<file path="src/rtl/sild_defs.vh">
// constants for the system register and integer latency decoder
`ifndef SILD_DEFS_VH
`define SILD_DEFS_VH

// instruction fields
`define SILD_PRI_HI        31
`define SILD_PRI_LO        26
`define SILD_EXT_HI        10
`define SILD_EXT_LO        1

// primary opcodes
`define SILD_P_TRAPI       6'h03
`define SILD_P_MULI        6'h07
`define SILD_P_SUBFIC      6'h08
`define SILD_P_CMPLI       6'h0a
`define SILD_P_CMPI        6'h0b
`define SILD_P_ADDIC       6'h0c
`define SILD_P_ADDICR      6'h0d
`define SILD_P_ADDI        6'h0e
`define SILD_P_ADDIS       6'h0f
`define SILD_P_SYSCALL     6'h11
`define SILD_P_GRP19       6'h13
`define SILD_P_ROTMI       6'h14
`define SILD_P_ROTM        6'h15
`define SILD_P_ROTMN       6'h17
`define SILD_P_LOG_LO      6'h18
`define SILD_P_LOG_HI      6'h1d
`define SILD_P_GRP31       6'h1f

// 64-bit architected primaries (illegal here)
`define SILD_P64_A         6'h02
`define SILD_P64_B         6'h1e
`define SILD_P64_C         6'h3a
`define SILD_P64_D         6'h3e

// primary 19 extended codes
`define SILD_X_CPCF        10'h000
`define SILD_X_RFI         10'h032
`define SILD_X_CRNOR       10'h021
`define SILD_X_CRANDC      10'h081
`define SILD_X_ISYNC       10'h096
`define SILD_X_CRXOR       10'h0c1
`define SILD_X_CRNAND      10'h0e1
`define SILD_X_CRAND       10'h101
`define SILD_X_CREQV       10'h121
`define SILD_X_CRORC       10'h1a1
`define SILD_X_CROR        10'h1c1

// primary 31 extended codes, system and condition register
`define SILD_X_RDCR        10'h013
`define SILD_X_RDMSR       10'h053
`define SILD_X_WRCRF       10'h090
`define SILD_X_WRMSR       10'h092
`define SILD_X_WRSEG       10'h0d2
`define SILD_X_WRSEGI      10'h0f2
`define SILD_X_RDSPR       10'h153
`define SILD_X_RDTB        10'h173
`define SILD_X_WRSPR       10'h1d3
`define SILD_X_XCPCR       10'h200
`define SILD_X_RDSEG       10'h253
`define SILD_X_MSYNC       10'h256
`define SILD_X_RDSEGI      10'h293
`define SILD_X_IOBAR       10'h356

// primary 31 extended codes, integer
`define SILD_X_CMP         10'h000
`define SILD_X_TRAPW       10'h004
`define SILD_X_MULHU       10'h00b
`define SILD_X_CMPL        10'h020
`define SILD_X_MULHS       10'h04b
`define SILD_X_MULLO       10'h0eb
`define SILD_X_ADD         10'h10a
`define SILD_X_DIVU        10'h1cb
`define SILD_X_DIVS        10'h1eb

// primary 31 64-bit extended codes (illegal here)
`define SILD_X64_A         10'h009
`define SILD_X64_B         10'h015
`define SILD_X64_C         10'h01b
`define SILD_X64_D         10'h03a
`define SILD_X64_E         10'h044
`define SILD_X64_F         10'h049
`define SILD_X64_G         10'h1c9
`define SILD_X64_H         10'h1e9
`define SILD_X64_I         10'h3da

// special register numbers, plain defaults
`define SILD_SPR_XER       10'h001
`define SILD_SPR_TBL       10'h11c
`define SILD_SPR_TBU       10'h11d
`define SILD_SPR_IBAT_LO   10'h210
`define SILD_SPR_IBAT_HI   10'h217
`define SILD_SPR_DBAT_LO   10'h218
`define SILD_SPR_DBAT_HI   10'h21f

// unit codes, one-hot
`define SILD_UNIT_NONE     3'h0
`define SILD_UNIT_INT      3'h1
`define SILD_UNIT_SRU      3'h2

// latency figures in cycles
`define SILD_LAT_1         5'h01
`define SILD_LAT_2         5'h02
`define SILD_LAT_3         5'h03
`define SILD_LAT_DIV       5'h14
`define SILD_MULI_MAX      3'h1
`define SILD_MULHU_MAX     3'h4
`define SILD_MULS_MAX      3'h3

`endif

</file>
<file path="src/rtl/sild_lat_timer.v">
// latency countdown timer for the decoder
`timescale 1ns/1ps
module sild_lat_timer
(
   ref_clk,
   rst_b,
   load,
   load_val,
   done_ff
);
   input  wire       ref_clk;
   input  wire       rst_b;
   input  wire       load;
   input  wire [4:0] load_val;
   output reg        done_ff;

   reg [4:0] cnt_ff;
   reg [4:0] nxt_cnt;

   always @*
   begin
      nxt_cnt = cnt_ff;
      if (load)
         nxt_cnt = load_val;
      else if (cnt_ff != 5'h00)
         nxt_cnt = cnt_ff - 5'h01;
   end

   // done stands in the cycle before edge load_val, so the decoder finishes on that very edge
   always @(posedge ref_clk or negedge rst_b)
   begin
      if (!rst_b)
      begin
         cnt_ff  <= 5'h00;
         done_ff <= 1'b0;
      end
      else
      begin
         cnt_ff  <= nxt_cnt;
         done_ff <= load ? (load_val == 5'h01) : (cnt_ff == 5'h02);
      end
   end
endmodule

</file>
<file path="src/rtl/sild_decoder.v">
// system register, condition register and integer latency decoder
// Function
// - return_from_interrupt 19/050 runs in sysreg_exec_unit, three cycles
// - instruction_barrier 19/150 runs in sysreg_exec_unit, one cycle plus serialization
// - machine state and segment register writes 146/210/242 take two cycles
// - special register read one cycle; block translation reads three plus serialization
// - special register write two cycles, time base one; exception reg or instr blocks serialize
// - segment register read 595 takes three cycles plus serialization
// - memory sync 598 one cycle plus serialization; io barrier 854 one cycle
// - time base read and write each take one cycle
// - serializing instructions take listed cycles plus a variable serialization wait
// - condition bit operations under primary 19 take one cycle
// - condition read/write one cycle; exception copy 512 one plus serialization
// - compares take one cycle on either unit and forward condition to branch_unit
// - only register add 266 may use sysreg_exec_unit; other arithmetic uses integer
// - mult_immediate primary 07 takes two or three integer cycles
// - mult_high_unsigned 31/011 takes two to five integer cycles
// - mult_high_signed 075 and mult_low 235 take two to five cycles
// - divides 459 and 491 take twenty integer cycles
// - trap_immediate and trap_word take two integer cycles
// - rotate, logical, shift, extend, count and add/subtract take one cycle
// - 64-bit encodings are not executed and raise the illegal flag
// - latency counts from execution start until the result is ready
`timescale 1ns/1ps
`include "sild_defs.vh"
module sild_decoder
(
   ref_clk,
   rst_b,
   dec_valid,
   dec_instr,
   op_b,
   int_busy,
   sru_busy,
   ser_release,
   accept_ff,
   unit_ff,
   lat_ff,
   serial_ff,
   cr_fwd_ff,
   illegal_ff,
   foreign_ff,
   res_valid_ff,
   total_ff
);
   input  wire        ref_clk;
   input  wire        rst_b;
   input  wire        dec_valid;
   input  wire [31:0] dec_instr;
   input  wire [31:0] op_b;
   input  wire        int_busy;
   input  wire        sru_busy;
   input  wire        ser_release;
   output reg         accept_ff;
   output reg  [2:0]  unit_ff;
   output reg  [4:0]  lat_ff;
   output reg         serial_ff;
   output reg         cr_fwd_ff;
   output reg         illegal_ff;
   output reg         foreign_ff;
   output reg         res_valid_ff;
   output reg  [7:0]  total_ff;

   localparam [2:0] ST_IDLE = 3'h1;
   localparam [2:0] ST_EXEC = 3'h2;
   localparam [2:0] ST_SER  = 3'h4;

   // count of significant bytes of a 32-bit magnitude, 0 to 4
   function [2:0] sig_bytes;
      input [31:0] v;
      begin
         if (v[31:24] != 8'h00)
            sig_bytes = 3'h4;
         else if (v[23:16] != 8'h00)
            sig_bytes = 3'h3;
         else if (v[15:8] != 8'h00)
            sig_bytes = 3'h2;
         else if (v[7:0] != 8'h00)
            sig_bytes = 3'h1;
         else
            sig_bytes = 3'h0;
      end
   endfunction

   // two cycles plus one per extra byte, capped at the listed top
   function [4:0] mul_lat;
      input [31:0] v;
      input        sgn;
      input [2:0]  max_extra;
      reg   [31:0] mag;
      reg   [2:0]  nb;
      reg   [2:0]  extra;
      begin
         mag   = sgn ? (v ^ {32{v[31]}}) : v;
         nb    = sig_bytes(mag);
         extra = (nb == 3'h0) ? 3'h0 : nb - 3'h1;
         if (extra > max_extra)
            extra = max_extra;
         mul_lat = `SILD_LAT_2 + {2'h0, extra};
      end
   endfunction

   wire [5:0] pri = dec_instr[`SILD_PRI_HI:`SILD_PRI_LO];
   wire [9:0] ext = dec_instr[`SILD_EXT_HI:`SILD_EXT_LO];
   wire [9:0] spr = {dec_instr[15:11], dec_instr[20:16]};

   wire spr_ibat = (spr >= `SILD_SPR_IBAT_LO) && (spr <= `SILD_SPR_IBAT_HI);
   wire spr_dbat = (spr >= `SILD_SPR_DBAT_LO) && (spr <= `SILD_SPR_DBAT_HI);
   wire spr_tb   = (spr == `SILD_SPR_TBL) || (spr == `SILD_SPR_TBU);
   // dual-issue pick: sysreg unit only when integer unit is taken and it is free
   wire use_sru  = int_busy && !sru_busy;

   reg       d_known;
   reg       d_ill;
   reg [2:0] d_unit;
   reg [4:0] d_lat;
   reg       d_ser;
   reg       d_crf;

   always @*
   begin
      d_known = 1'b1;
      d_ill   = 1'b0;
      d_unit  = `SILD_UNIT_INT;
      d_lat   = `SILD_LAT_1;
      d_ser   = 1'b0;
      d_crf   = 1'b0;
      case (pri)
         `SILD_P_SYSCALL:
         begin
            d_unit = `SILD_UNIT_SRU;
            d_lat  = `SILD_LAT_3;
         end
         `SILD_P_TRAPI:
            d_lat = `SILD_LAT_2;
         `SILD_P_MULI:
            d_lat = mul_lat(op_b, 1'b1, `SILD_MULI_MAX);
         `SILD_P_CMPLI, `SILD_P_CMPI:
         begin
            d_unit = use_sru ? `SILD_UNIT_SRU : `SILD_UNIT_INT;
            d_crf  = 1'b1;
         end
         `SILD_P_SUBFIC, `SILD_P_ADDIC, `SILD_P_ADDICR, `SILD_P_ADDI, `SILD_P_ADDIS,
         `SILD_P_ROTMI, `SILD_P_ROTM, `SILD_P_ROTMN:
            d_lat = `SILD_LAT_1;
         `SILD_P64_A, `SILD_P64_B, `SILD_P64_C, `SILD_P64_D:
            d_ill = 1'b1;
         `SILD_P_GRP19:
         begin
            d_unit = `SILD_UNIT_SRU;
            case (ext)
               `SILD_X_RFI:
                  d_lat = `SILD_LAT_3;
               `SILD_X_ISYNC:
                  d_ser = 1'b1;
               `SILD_X_CPCF, `SILD_X_CRNOR, `SILD_X_CRANDC, `SILD_X_CRXOR,
               `SILD_X_CRNAND, `SILD_X_CRAND, `SILD_X_CREQV, `SILD_X_CRORC,
               `SILD_X_CROR:
                  d_lat = `SILD_LAT_1;
               default:
               begin
                  d_known = 1'b0;
                  d_unit  = `SILD_UNIT_NONE;
               end
            endcase
         end
         `SILD_P_GRP31:
         begin
            case (ext)
               `SILD_X_RDMSR:
                  d_unit = `SILD_UNIT_SRU;
               `SILD_X_WRMSR, `SILD_X_WRSEG, `SILD_X_WRSEGI:
               begin
                  d_unit = `SILD_UNIT_SRU;
                  d_lat  = `SILD_LAT_2;
               end
               `SILD_X_RDSPR:
               begin
                  d_unit = `SILD_UNIT_SRU;
                  if (spr_ibat || spr_dbat)
                  begin
                     d_lat = `SILD_LAT_3;
                     d_ser = 1'b1;
                  end
               end
               `SILD_X_WRSPR:
               begin
                  d_unit = `SILD_UNIT_SRU;
                  d_lat  = spr_tb ? `SILD_LAT_1 : `SILD_LAT_2;
                  d_ser  = (spr == `SILD_SPR_XER) || spr_ibat;
               end
               `SILD_X_RDSEG, `SILD_X_RDSEGI:
               begin
                  d_unit = `SILD_UNIT_SRU;
                  d_lat  = `SILD_LAT_3;
                  d_ser  = 1'b1;
               end
               `SILD_X_MSYNC:
               begin
                  d_unit = `SILD_UNIT_SRU;
                  d_ser  = 1'b1;
               end
               `SILD_X_IOBAR, `SILD_X_RDTB, `SILD_X_RDCR, `SILD_X_WRCRF:
                  d_unit = `SILD_UNIT_SRU;
               `SILD_X_XCPCR:
               begin
                  d_unit = `SILD_UNIT_SRU;
                  d_ser  = 1'b1;
               end
               `SILD_X_CMP, `SILD_X_CMPL:
               begin
                  d_unit = use_sru ? `SILD_UNIT_SRU : `SILD_UNIT_INT;
                  d_crf  = 1'b1;
               end
               `SILD_X_ADD:
                  d_unit = use_sru ? `SILD_UNIT_SRU : `SILD_UNIT_INT;
               `SILD_X_TRAPW:
                  d_lat = `SILD_LAT_2;
               `SILD_X_MULHU:
                  d_lat = mul_lat(op_b, 1'b0, `SILD_MULHU_MAX);
               `SILD_X_MULHS, `SILD_X_MULLO:
                  d_lat = mul_lat(op_b, 1'b1, `SILD_MULS_MAX);
               `SILD_X_DIVU, `SILD_X_DIVS:
                  d_lat = `SILD_LAT_DIV;
               `SILD_X64_A, `SILD_X64_B, `SILD_X64_C, `SILD_X64_D, `SILD_X64_E,
               `SILD_X64_F, `SILD_X64_G, `SILD_X64_H, `SILD_X64_I:
               begin
                  d_ill  = 1'b1;
                  d_unit = `SILD_UNIT_NONE;
               end
               default:
                  d_lat = `SILD_LAT_1;
            endcase
         end
         default:
         begin
            if ((pri >= `SILD_P_LOG_LO) && (pri <= `SILD_P_LOG_HI))
               d_lat = `SILD_LAT_1;
            else
            begin
               // branch, float and load/store belong to other decoders
               d_known = 1'b0;
               d_unit  = `SILD_UNIT_NONE;
            end
         end
      endcase
      if (d_ill)
      begin
         d_unit = `SILD_UNIT_NONE;
         d_ser  = 1'b0;
         d_crf  = 1'b0;
      end
   end

   reg  [2:0] state_ff;
   reg  [2:0] nxt_state;
   reg  [7:0] nxt_total;
   reg  [7:0] run_ff;
   reg  [7:0] nxt_run;
   reg        nxt_res;
   wire       take    = dec_valid && accept_ff;
   wire       start   = take && d_known && !d_ill;
   wire       lat_done;

   sild_lat_timer u_timer
   (
      .ref_clk  (ref_clk),
      .rst_b    (rst_b),
      .load     (start),
      .load_val (d_lat),
      .done_ff  (lat_done)
   );

   always @*
   begin
      nxt_state = state_ff;
      nxt_res   = 1'b0;
      nxt_run   = run_ff;
      nxt_total = total_ff;
      case (state_ff)
         ST_IDLE:
         begin
            if (start)
            begin
               nxt_state = ST_EXEC;
               nxt_run   = 8'h01;
            end
         end
         ST_EXEC:
         begin
            if (lat_done)
            begin
               if (serial_ff)
               begin
                  nxt_state = ST_SER;
                  nxt_run   = run_ff + 8'h01;
               end
               else
               begin
                  nxt_state = ST_IDLE;
                  nxt_res   = 1'b1;
                  nxt_total = run_ff;
               end
            end
            else
               nxt_run = run_ff + 8'h01;
         end
         ST_SER:
         begin
            // wait is open ended; completion logic owns the release
            if (ser_release)
            begin
               nxt_state = ST_IDLE;
               nxt_res   = 1'b1;
               nxt_total = run_ff;
            end
            else if (run_ff != 8'hff)
               nxt_run = run_ff + 8'h01;
         end
         default:
            nxt_state = ST_IDLE;
      endcase
   end

   always @(posedge ref_clk or negedge rst_b)
   begin
      if (!rst_b)
      begin
         state_ff     <= ST_IDLE;
         run_ff       <= 8'h00;
         accept_ff    <= 1'b0;
         unit_ff      <= `SILD_UNIT_NONE;
         lat_ff       <= 5'h00;
         serial_ff    <= 1'b0;
         cr_fwd_ff    <= 1'b0;
         illegal_ff   <= 1'b0;
         foreign_ff   <= 1'b0;
         res_valid_ff <= 1'b0;
         total_ff     <= 8'h00;
      end
      else
      begin
         state_ff     <= nxt_state;
         run_ff       <= nxt_run;
         res_valid_ff <= nxt_res;
         total_ff     <= nxt_total;
         accept_ff    <= (nxt_state == ST_IDLE);
         illegal_ff   <= take && d_ill;
         foreign_ff   <= take && !d_known && !d_ill;
         if (start)
         begin
            unit_ff   <= d_unit;
            lat_ff    <= d_lat;
            serial_ff <= d_ser;
            cr_fwd_ff <= d_crf;
         end
      end
   end
endmodule

</file>
<file path="config.mk">
export PLATFORM = sky130hd
export DESIGN_NAME = sild_decoder
export DESIGN_NICKNAME = d
export VERILOG_FILES = /design/src/rtl/sild_lat_timer.v /design/src/rtl/sild_decoder.v
export VERILOG_INCLUDE_DIRS = /design/src /design/src/rtl
export SDC_FILE = /design/constraint.sdc
export NUM_CORES = 1
export LEC_CHECK = 0
export BUFFER_PORTS_ARGS = -buffer_cell sky130_fd_sc_hd__buf_2
export CELL_PAD_IN_SITES_DETAIL_PLACEMENT = 0
export CELL_PAD_IN_SITES_GLOBAL_PLACEMENT = 2
export CORE_ASPECT_RATIO = 0.5
export CORE_MARGIN = 3
export CORE_UTILIZATION = 30
export CTS_CLUSTER_DIAMETER = 40
export DETAILED_ROUTE_END_ITERATION = 8
export MAX_ROUTING_LAYER = met4
export PLACE_DENSITY = 0.78
export SYNTH_ARGS = -nofsm -noshare
export SYNTH_HDL_FRONTEND = slang
export SYNTH_SLANG_ARGS = --single-unit
</file>
<file path="constraint.sdc">
create_clock -name ref_clk -period 2.8 [get_ports ref_clk]
set_clock_uncertainty 0.1 [all_clocks]
set_input_delay 0.14 -clock ref_clk [delete_from_list [all_inputs] [get_ports ref_clk]]
set_output_delay 0.14 -clock ref_clk [all_outputs]
set_load 0.01 [all_outputs]
</file>
==> results of run 1 <==
-- per-stage QoR --
| stage | power, µW | setup slack (ns) | hold WS, ns | instance area (µm²) | util (%) |
|---|---|---|---|---|---|
| CTS | 1830 | 0.481 | 0.118 | 3790 | 39.2 |
| floorplan | 1010 | 0.642 | -0.256 | 3070 | - |
| finish | 1810 | 0.476 | 0.121 | 3790 | 39.2 |
| global route | 1950 | 0.226 | 0.138 | 3790 | 39.2 |
| detailed placement | 1160 | 0.186 | 0.198 | 3590 | 37.2 |
| global placement | 1160 | 0.163 | 0.190 | 3590 | 37.2 |
-- timing repair --
action / in CTS / in global routing
hold endpoints to repair: 38 / 0
hold buffers: 2 / 0
resized for setup: 0 / 0
-- placed cells by master, fill, tap and decap left out, drive strengths merged, types with 4 or more instances in the layout --
cell / count
and2: 4
xnor2: 5
nand4: 14
mux2i: 5
nor4b: 5
or4: 5
a21oi: 14
mux2: 10
nor4: 7
conb: 4
nor2: 43
xor2: 5
nand2: 31
ha: 7
nor3: 11
or3b: 4
nor3b: 4
o21ai: 16
inv: 14
nor2b: 9
nand2b: 6
nand4b: 4
nand3: 18
a31oi: 4
and3: 5
nor4bb: 4
o211ai: 4
buf: 88
dfrtp: 37
clkbuf: 7
-- cell type report --
class	instances	area share [%]
Clock buffer	7	3.77
Clock inverter	1	0.793
Inverter	14	1.39
Multi-Input combinational cell	296	51.5
Sequential cell	38	25.1
Tap cell	135	4.46
Timing Repair Buffer	90	13.0
-- cells by family (layout without fill, tap and decap cells) --
group | Yosys count | after routing | share of synthesized area (%)
AND/OR/NAND/NOR | 189 | 189 | 35.9
buffers and inverters | 36 | 112 | 5.36
adder cells (fa/ha/maj) | 7 | 7 | 2.87
AO/OA/AOI/OAI | 71 | 71 | 16.4
XOR/XNOR | 10 | 10 | 2.87
other | 1 | 4 | 0.123
flip-flops | 38 | 38 | 31.2
multiplexers | 15 | 15 | 5.32
-- worst max-delay path: cells and delay by family --
family,cells,cell delay [ns]
buffers and inverters,2,0.52
AO/OA/AOI/OAI,2,0.68
AND/OR/NAND/NOR,5,1.10
-- routing by layer --
metal / track usage, % / share of wire, %
met1: 21.7 / 52
met2: 22.4 / 43
met3: 1.98 / 4.2
met4: 3.78 / 1.2
met5: - / 0
-- path summary, 6_finish.rpt --
check	start	slack, ns	end
min in group asynchronous	rst_b	0.40	run_ff[1]
worst max register to register	run_ff[0]	0.65	run_ff[7]
worst min-delay path	dec_instr[27]	0.12	illegal_ff
worst min register to register	lat_ff[3]	0.38	lat_ff[3]
max in group asynchronous	rst_b	1.67	lat_ff[4]
worst max-delay path	dec_instr[6]	0.48	u_timer.cnt_ff[2]
-- sequential cells by signal, summed over array words and instances, names as in the netlist, 2 cells and up --
signal          count
u_timer.cnt_ff      5
lat_ff              5
run_ff              8
state_ff            3
unit_ff             2
total_ff            8
-- power breakdown --
group          internal [µW]  total [µW]  switching (µW)
clock network            445         662             217
logic                    218         470             252
registers                620         679            59.7
==> metrics, run 1 <==
Critical Path End Type flip-flop; Rel. slew slack around 44%; PwrDens between 400 and 500 nW/µm²; fin crit period about 2.3 ns; Max Slew Vio Count 0; routed vias/inst 5.17; Worst setup SP type input port; Global Route Usage Sum 15.0%; RSZ-0062 raised after global routing false; first-pass GRT wire length between 10,000 and 15,000 µm; Post-DRT Antenna Nets 0; endpoints failing hold 0; synth top area cells dfrtp_1 30%, nor2_1 5.2%, nand2_1 3.8%; GRT overflow 0; number of enable flip-flop cells after synthesis 0; # DRC 0; min-delay worst type input port to flip-flop; Layout Nets 522; # fillers 1,005; worst path cell trace buf_2, nor2_2, a211o_1, a2111oi_4, nor3_2, or3b_1, buf_4, or2_1, nand2_1; FFs w/ async S/R, synth 100%; post-route insts no fill between 500 and 600; Critical-path top delay cell or3b_1; WL per Instance 14.2 µm; VDD IR-drop max 0.245 mV; worst reg-to-reg path cell count 9; post-synth top area cell dfrtp_1; Syn Std Cell Area 3060 µm²; Starting Density 31.6%; setup TNS 0 ns; Synth Register Bits 38; # H-tree levels 2; Hold Crit Depth 3; Post-CTS Setup Inserts 0; ANT cells 0; Max clock buf depth 2; Detailed Route WL 8270 µm; top cells by count, synth 42 x nor2_1, 37 x dfrtp_1, 31 x nand2_1; top cell type's share of synthesized area a little under a third; status complete, no violations; CP max FO 15; Layout area overhead 24.0%; period utilization 83.0%; Least-Margin Pin Slew 0.835 ns; Core Area 9670 µm²; # IOs 92; die height 77.4 µm; Cells after Synth 367; clk_lat worst skew roughly 0.28 ns; synth warn 0; Placer Congestion 0.800; Chip Width between 100 and 150 µm; WP data required 2.92 ns; largest net degree at the start of global routing 39; dominant cell by count in the synthesized netlist nor2_1; die area 11,500 µm²; vias 3,005; area of the multi-input gates 1950 µm²; sequential-to-total area share from yosys stat 31.2%; Num CTS Buffers 5; critical path class input port to flip-flop; Reg clk slew, reported paths around 0.060 ns; Rows 25; data arrival time of the critical path 2.44 ns; final setup vio count 0; vias in the first global route 2,870; Cells after DPL 571; TritonCTS clock tree yes; Most used DFF post-synth dfrtp_1; hpwl dp between 6000 and 7000 µm; FF+latch area 952 µm²; synth unique cells 71; Avg Inst Size Synth 8.33 µm²; total of max-cap violations 0; DRT iter0 DRCs 87; layout cell share with drive strength beyond 1 27.1%; Static Leak around 0.0017 µW; initial antenna violation count 0; drt first pass iters 5; CP peak stage delay 0.53 ns; CTS sink cnt 38; count of input and output buffers 76; f_max 0.430 GHz; clock root cell clkbuf_16
Power figures use the tool's default switching activity.
==> run 2, diff against run 1 <==
clock period = 2.2 ns   (was 2.8 ns; I/O delays follow)
==> metrics, run 2 (synthesis results as in run 1) <==
routed vias/inst 4.92 (-4.8%); # H-tree levels 2 (unchanged); Placement Cell Area 4150 µm² (+15%); Rows 25 (unchanged); FF+latch area 952 µm² (unchanged); Num CTS Buffers 5 (unchanged); Finished Cell Area 4380 µm² (+16%); PwrDens 526 nW/µm² (+10%); final setup vio count 0 (unchanged); Reg clk slew, reported paths 0.05 ns (about the same); dpl ws -0.240 ns (-0.426 ns); Chip Width 149 µm (unchanged); Worst R2R Setup Slack 0.20 ns (-0.45 ns); commonest cells after routing, fill and taps aside 78 x buf_4, 74 x buf_2, 42 x nor2_1; DRT iter0 DRCs 120 (+38%); Detailed Route WL 9000 µm (+8.8%); WL met2 4120 µm (+17%); fin util 45.3% (+6.1 points); f_max between 0.4 and 0.5 GHz; CP max FO 3 (-12); worst reg-to-reg path cell count 8 (-1); GRT overflow 0 (unchanged); Global Route Usage Sum 16.2% (+1.2 points); clk_lat worst skew 0.28 ns (about the same); Layout Nets 591 (+13%); hpwl dp 7220 µm (+12%); post-route insts no fill 650 (+12%); CTS sink cnt 38 (unchanged); fin crit period approximately 2.1 ns; Final WS setup 0.0623 ns (-0.414 ns); # DRC 0 (unchanged); largest net degree at the start of global routing 39 (unchanged); reg2reg end run_ff[7]; Max clock buf depth 2 (unchanged); first-pass GRT wire length 15,100 µm (+7.6%); ANT cells 0 (unchanged); Hold Crit Start ser_release; WL per Instance 13.8 µm (-2.7%); Core Area 9670 µm² (unchanged); WP data required 2.26 ns (-0.66 ns); clock root cell clkbuf_16; status complete, no violations; Placer Congestion 0.849 (+6.2%); period utilization between 90% and 100%; area of the multi-input gates 2000 µm² (+2.8%); Static Leak 0.00206 µW (+20%); critical path class input port to flip-flop; VDD IR-drop max 0.315 mV (+28%); TritonCTS clock tree yes; data arrival time of the critical path 2.20 ns (-0.24 ns); Rel. slew slack 46.1% (+1.8 points); Starting Density 31.6% (unchanged); Cells after DPL 640 (+12%); R2R Path Start run_ff[1]; # IOs 92 (unchanged); Max Used Layer met4; Layout area overhead 43.2%; # fillers 992 (-1.3%); routed length on met3 263 µm (-24%); Worst setup SP type input port; leading cell type in the layout, fill and taps excluded buf_4; drt first pass iters 4 (-1); initial antenna violation count 0 (unchanged); Post-DRT Antenna Nets 0 (unchanged); vias in the first global route 3,141 (+9.4%); Least-Margin Pin Slew 0.808 ns (-0.0263 ns); count of input and output buffers 76 (unchanged); min-delay worst type input port to flip-flop; die area 11,500 µm² (unchanged); die height 77.4 µm (unchanged); Endpoint, Worst Hold state_ff[2]; total of max-cap violations 0 (unchanged); Post-CTS Setup Inserts 0 (unchanged); Met1 Wirelength 4550 µm (+6.1%); vias 3,201 (+6.5%); Max Slew Vio Count 0 (unchanged); setup TNS 0 ns (unchanged); layout cell share with drive strength beyond 1 38.8% (+12 points); Hold Crit Depth 4 (+1); Critical Path End Type flip-flop; endpoints failing hold 0 (unchanged); Largest regs run_ff: 8 flops, total_ff: 8 flops
==> run 2: worst max-delay path, cell delays in order <==
cell,delay [ns]
buf_2,0.09
nor3_1,0.22
or4b_2,0.64
nand2_1,0.09
o211ai_1,0.12
a2111o_1,0.42
a211o_1,0.36
a21boi_1,0.15
==> run 2: metrics by stage <==
| stage | hold WS, ns | power (µW) |
|---|---|---|
| CTS | 0.113 | 2330 |
| finish | 0.113 | 2300 |
| global placement | 0.155 | 1570 |
| detailed placement | 0.163 | 1590 |
| floorplan | -0.286 | 1290 |
| global route | 0.122 | 2460 |
==> run 2: area by class of cell <==
type | instances | share of cell area (%)
Multi-Input combinational cell | 296 | 45.8
Clock inverter | 1 | 0.114
Clock buffer | 7 | 3.26
Timing Repair Buffer | 159 | 24.0
Tap cell | 135 | 3.86
Inverter | 14 | 1.20
Sequential cell | 38 | 21.8
==> run 2: how the worst max path moves through the flow <==
stage | from | to | slack [ns]
floorplan | state_ff[0] | run_ff[7] | 0.07
global placement | op_b[25] | u_timer.done_ff | -0.26
detailed placement | op_b[25] | u_timer.done_ff | -0.24
CTS | op_b[25] | u_timer.done_ff | 0.03
global route | dec_instr[6] | state_ff[1] | -0.002
finish | dec_instr[11] | u_timer.cnt_ff[1] | 0.06
==> run 2: routing by layer <==
metal,vias to the layer above,track usage [%]
met5,-,-
met4,0,2.76
met3,6,2.10
met2,54,25.5
met1,1494,22.7
li1,1647,-
==> run 2: repair_timing <==
item	in CTS	in global routing
setup endpoints to repair	0	7
hold buffers	2	0
gates resized for setup	0	13
hold endpoints to repair	38	0
==> run 2: power breakdown <==
| group | switching [µW] | internal, µW | leakage (µW) |
|---|---|---|---|
| sequential | 77.3 | 789 | 0.000497 |
| combinational | 365 | 360 | 0.00149 |
| clock | 262 | 449 | 0.0000739 |
==> run 3, diff against run 2 <==
CORE_MARGIN = default   (was 3)
==> metrics, run 3 (synthesis results as in run 1) <==
Post-CTS Setup Inserts 0 (unchanged); Reg clk slew, reported paths 0.05 ns (about the same); layout cell share with drive strength beyond 1 40.0% (+1.1 points); Max clock buf depth 2 (unchanged); Layout Nets 595 (+0.68%); vias in the first global route 2,865 (-8.8%); setup TNS 0 ns (unchanged); CTS sink cnt 38 (unchanged); WL per Instance 13.2 µm (-4.3%); DRT iter0 DRCs 137 (+14%); Global Route Usage Sum 17.2% (+0.98 points); WP data required 2.31 ns (+0.05 ns); RSZ-0062 raised after global routing false; ANT cells 0 (unchanged); # H-tree levels 2 (unchanged); die height 73.4 µm (-5.2%); hpwl dp 6990 µm (-3.1%); Core Area 9670 µm² (unchanged); Least-Margin Pin Slew 0.852 ns (+0.0430 ns); endpoints failing hold 0 (unchanged); leading cell type in the layout, fill and taps excluded buf_4; Rows 25 (unchanged); # fillers 969 (-2.3%); drt first pass iters 4 (unchanged); critical path class input port to flip-flop; area of the multi-input gates 2040 µm² (+1.7%); FF+latch area 952 µm² (unchanged); Max Slew Vio Count 0 (unchanged); Worst R2R Setup Slack 0.19 ns (about the same); period utilization 96.0% (-1.2 points); Fin Hold WS 0.136 ns (+0.0234 ns); final setup vio count 0 (unchanged); first-pass GRT wire length 14,000 µm (-7.3%); GRT overflow 0 (unchanged); Critical Path End Type flip-flop; min-delay worst type input port to flip-flop; fin crit period 2.11 ns (-0.0259 ns); die area 10,600 µm² (-7.7%); Post-DRT Antenna Nets 0 (unchanged); initial antenna violation count 0 (unchanged); status complete, no violations; Starting Density 31.6% (unchanged); Detailed Route WL 8650 µm (-3.8%); Pwr Total 2240 µW (-2.6%); count of input and output buffers 76 (unchanged); total of max-cap violations 0 (unchanged); Rel. slew slack 43.2% (-2.9 points); largest net degree at the start of global routing 39 (unchanged); Num CTS Buffers 5 (unchanged); VDD IR-drop max 0.309 mV (-1.9%); CP max FO 6 (+3); Static Leak 0.00207 µW (+0.42%); vias 3,245 (+1.4%); f_max 0.474 GHz (+1.2%); PwrDens 510 nW/µm² (-3.0%); Layout area overhead 43.8%; fin util 45.5% (+0.18 points); TritonCTS clock tree yes; clock root cell clkbuf_16; Chip Width 145 µm (-2.7%); routed vias/inst 4.97 (+0.91%); Largest regs run_ff: 8 flops, total_ff: 8 flops; clk_lat worst skew 0.28 ns (about the same); commonest cells after routing, fill and taps aside 85 x buf_4, 75 x buf_2, 42 x nor2_1; # DRC 0 (unchanged); # IOs 92 (unchanged); Worst setup SP type input port; Placer Congestion 0.852 (+0.38%); data arrival time of the critical path 2.22 ns (+0.02 ns)
[run 3: per-stage QoR]
step | area (µm²) | std cells | worst slack (ns)
floorplan | 3070 | 370 | 0.0653
global placement | 4140 | 643 | -0.238
detailed placement | 4140 | 643 | -0.305
CTS | 4300 | 652 | 0.0558
global route | 4390 | 653 | 0.00997
finish | 4390 | 653 | 0.0882
[run 3: power breakdown]
| part | switching (µW) | internal [µW] |
|---|---|---|
| Combinational | 352 | 360 |
| Sequential | 73.7 | 789 |
| Clock | 254 | 413 |
[run 3: metal layers]
| layer | vias to the layer above | track usage [%] | routed length, µm |
|---|---|---|---|
| li1 | 1658 | - | - |
| met1 | 1523 | 24.9 | 4640 |
| met2 | 62 | 25.4 | 3700 |
| met3 | 2 | 2.02 | 267 |
| met4 | 0 | 3.86 | 42 |
| met5 | - | - | 0 |
[run 3: worst paths after layout]
| kind | startpoint | to | depth (start not counted) |
|---|---|---|---|
| hold / removal | ser_release | state_ff[2] | 4 |
| setup / recovery | dec_instr[8] | state_ff[1] | 9 |
| hold reg to reg | lat_ff[3] | lat_ff[3] | 1 |
| max in group asynchronous | rst_b | total_ff[7] | 2 |
| setup reg to reg | state_ff[1] | run_ff[5] | 8 |
| min in group asynchronous | rst_b | total_ff[0] | 2 |
[run 3: area by class of cell]
class | count | share of cell area, %
Multi-Input combinational cell | 296 | 46.4
Timing Repair Buffer | 163 | 23.8
Sequential cell | 38 | 21.7
Tap cell | 135 | 3.84
Clock buffer | 6 | 2.93
Inverter | 14 | 1.20
Clock inverter | 1 | 0.171
[run 3: critical path: stages]
cell and delay (ns):
buf_4 0.13, nor2b_4 0.12, a211o_1 0.29, a2111oi_4 0.39, nor3_2 0.11, or3b_4 0.42
buf_6 0.14, or3b_4 0.37, a21oi_2 0.13
[run 3: what timing repair did]
item / 4_1_cts / 5_1_grt
gates cloned: 0 / 1
hold buffers: 2 / 0
resized for setup: 1 / 22
pin swaps: 0 / 10
endpoints found under the hold margin: 38 / 0
endpoints found under the setup margin: 3 / 9
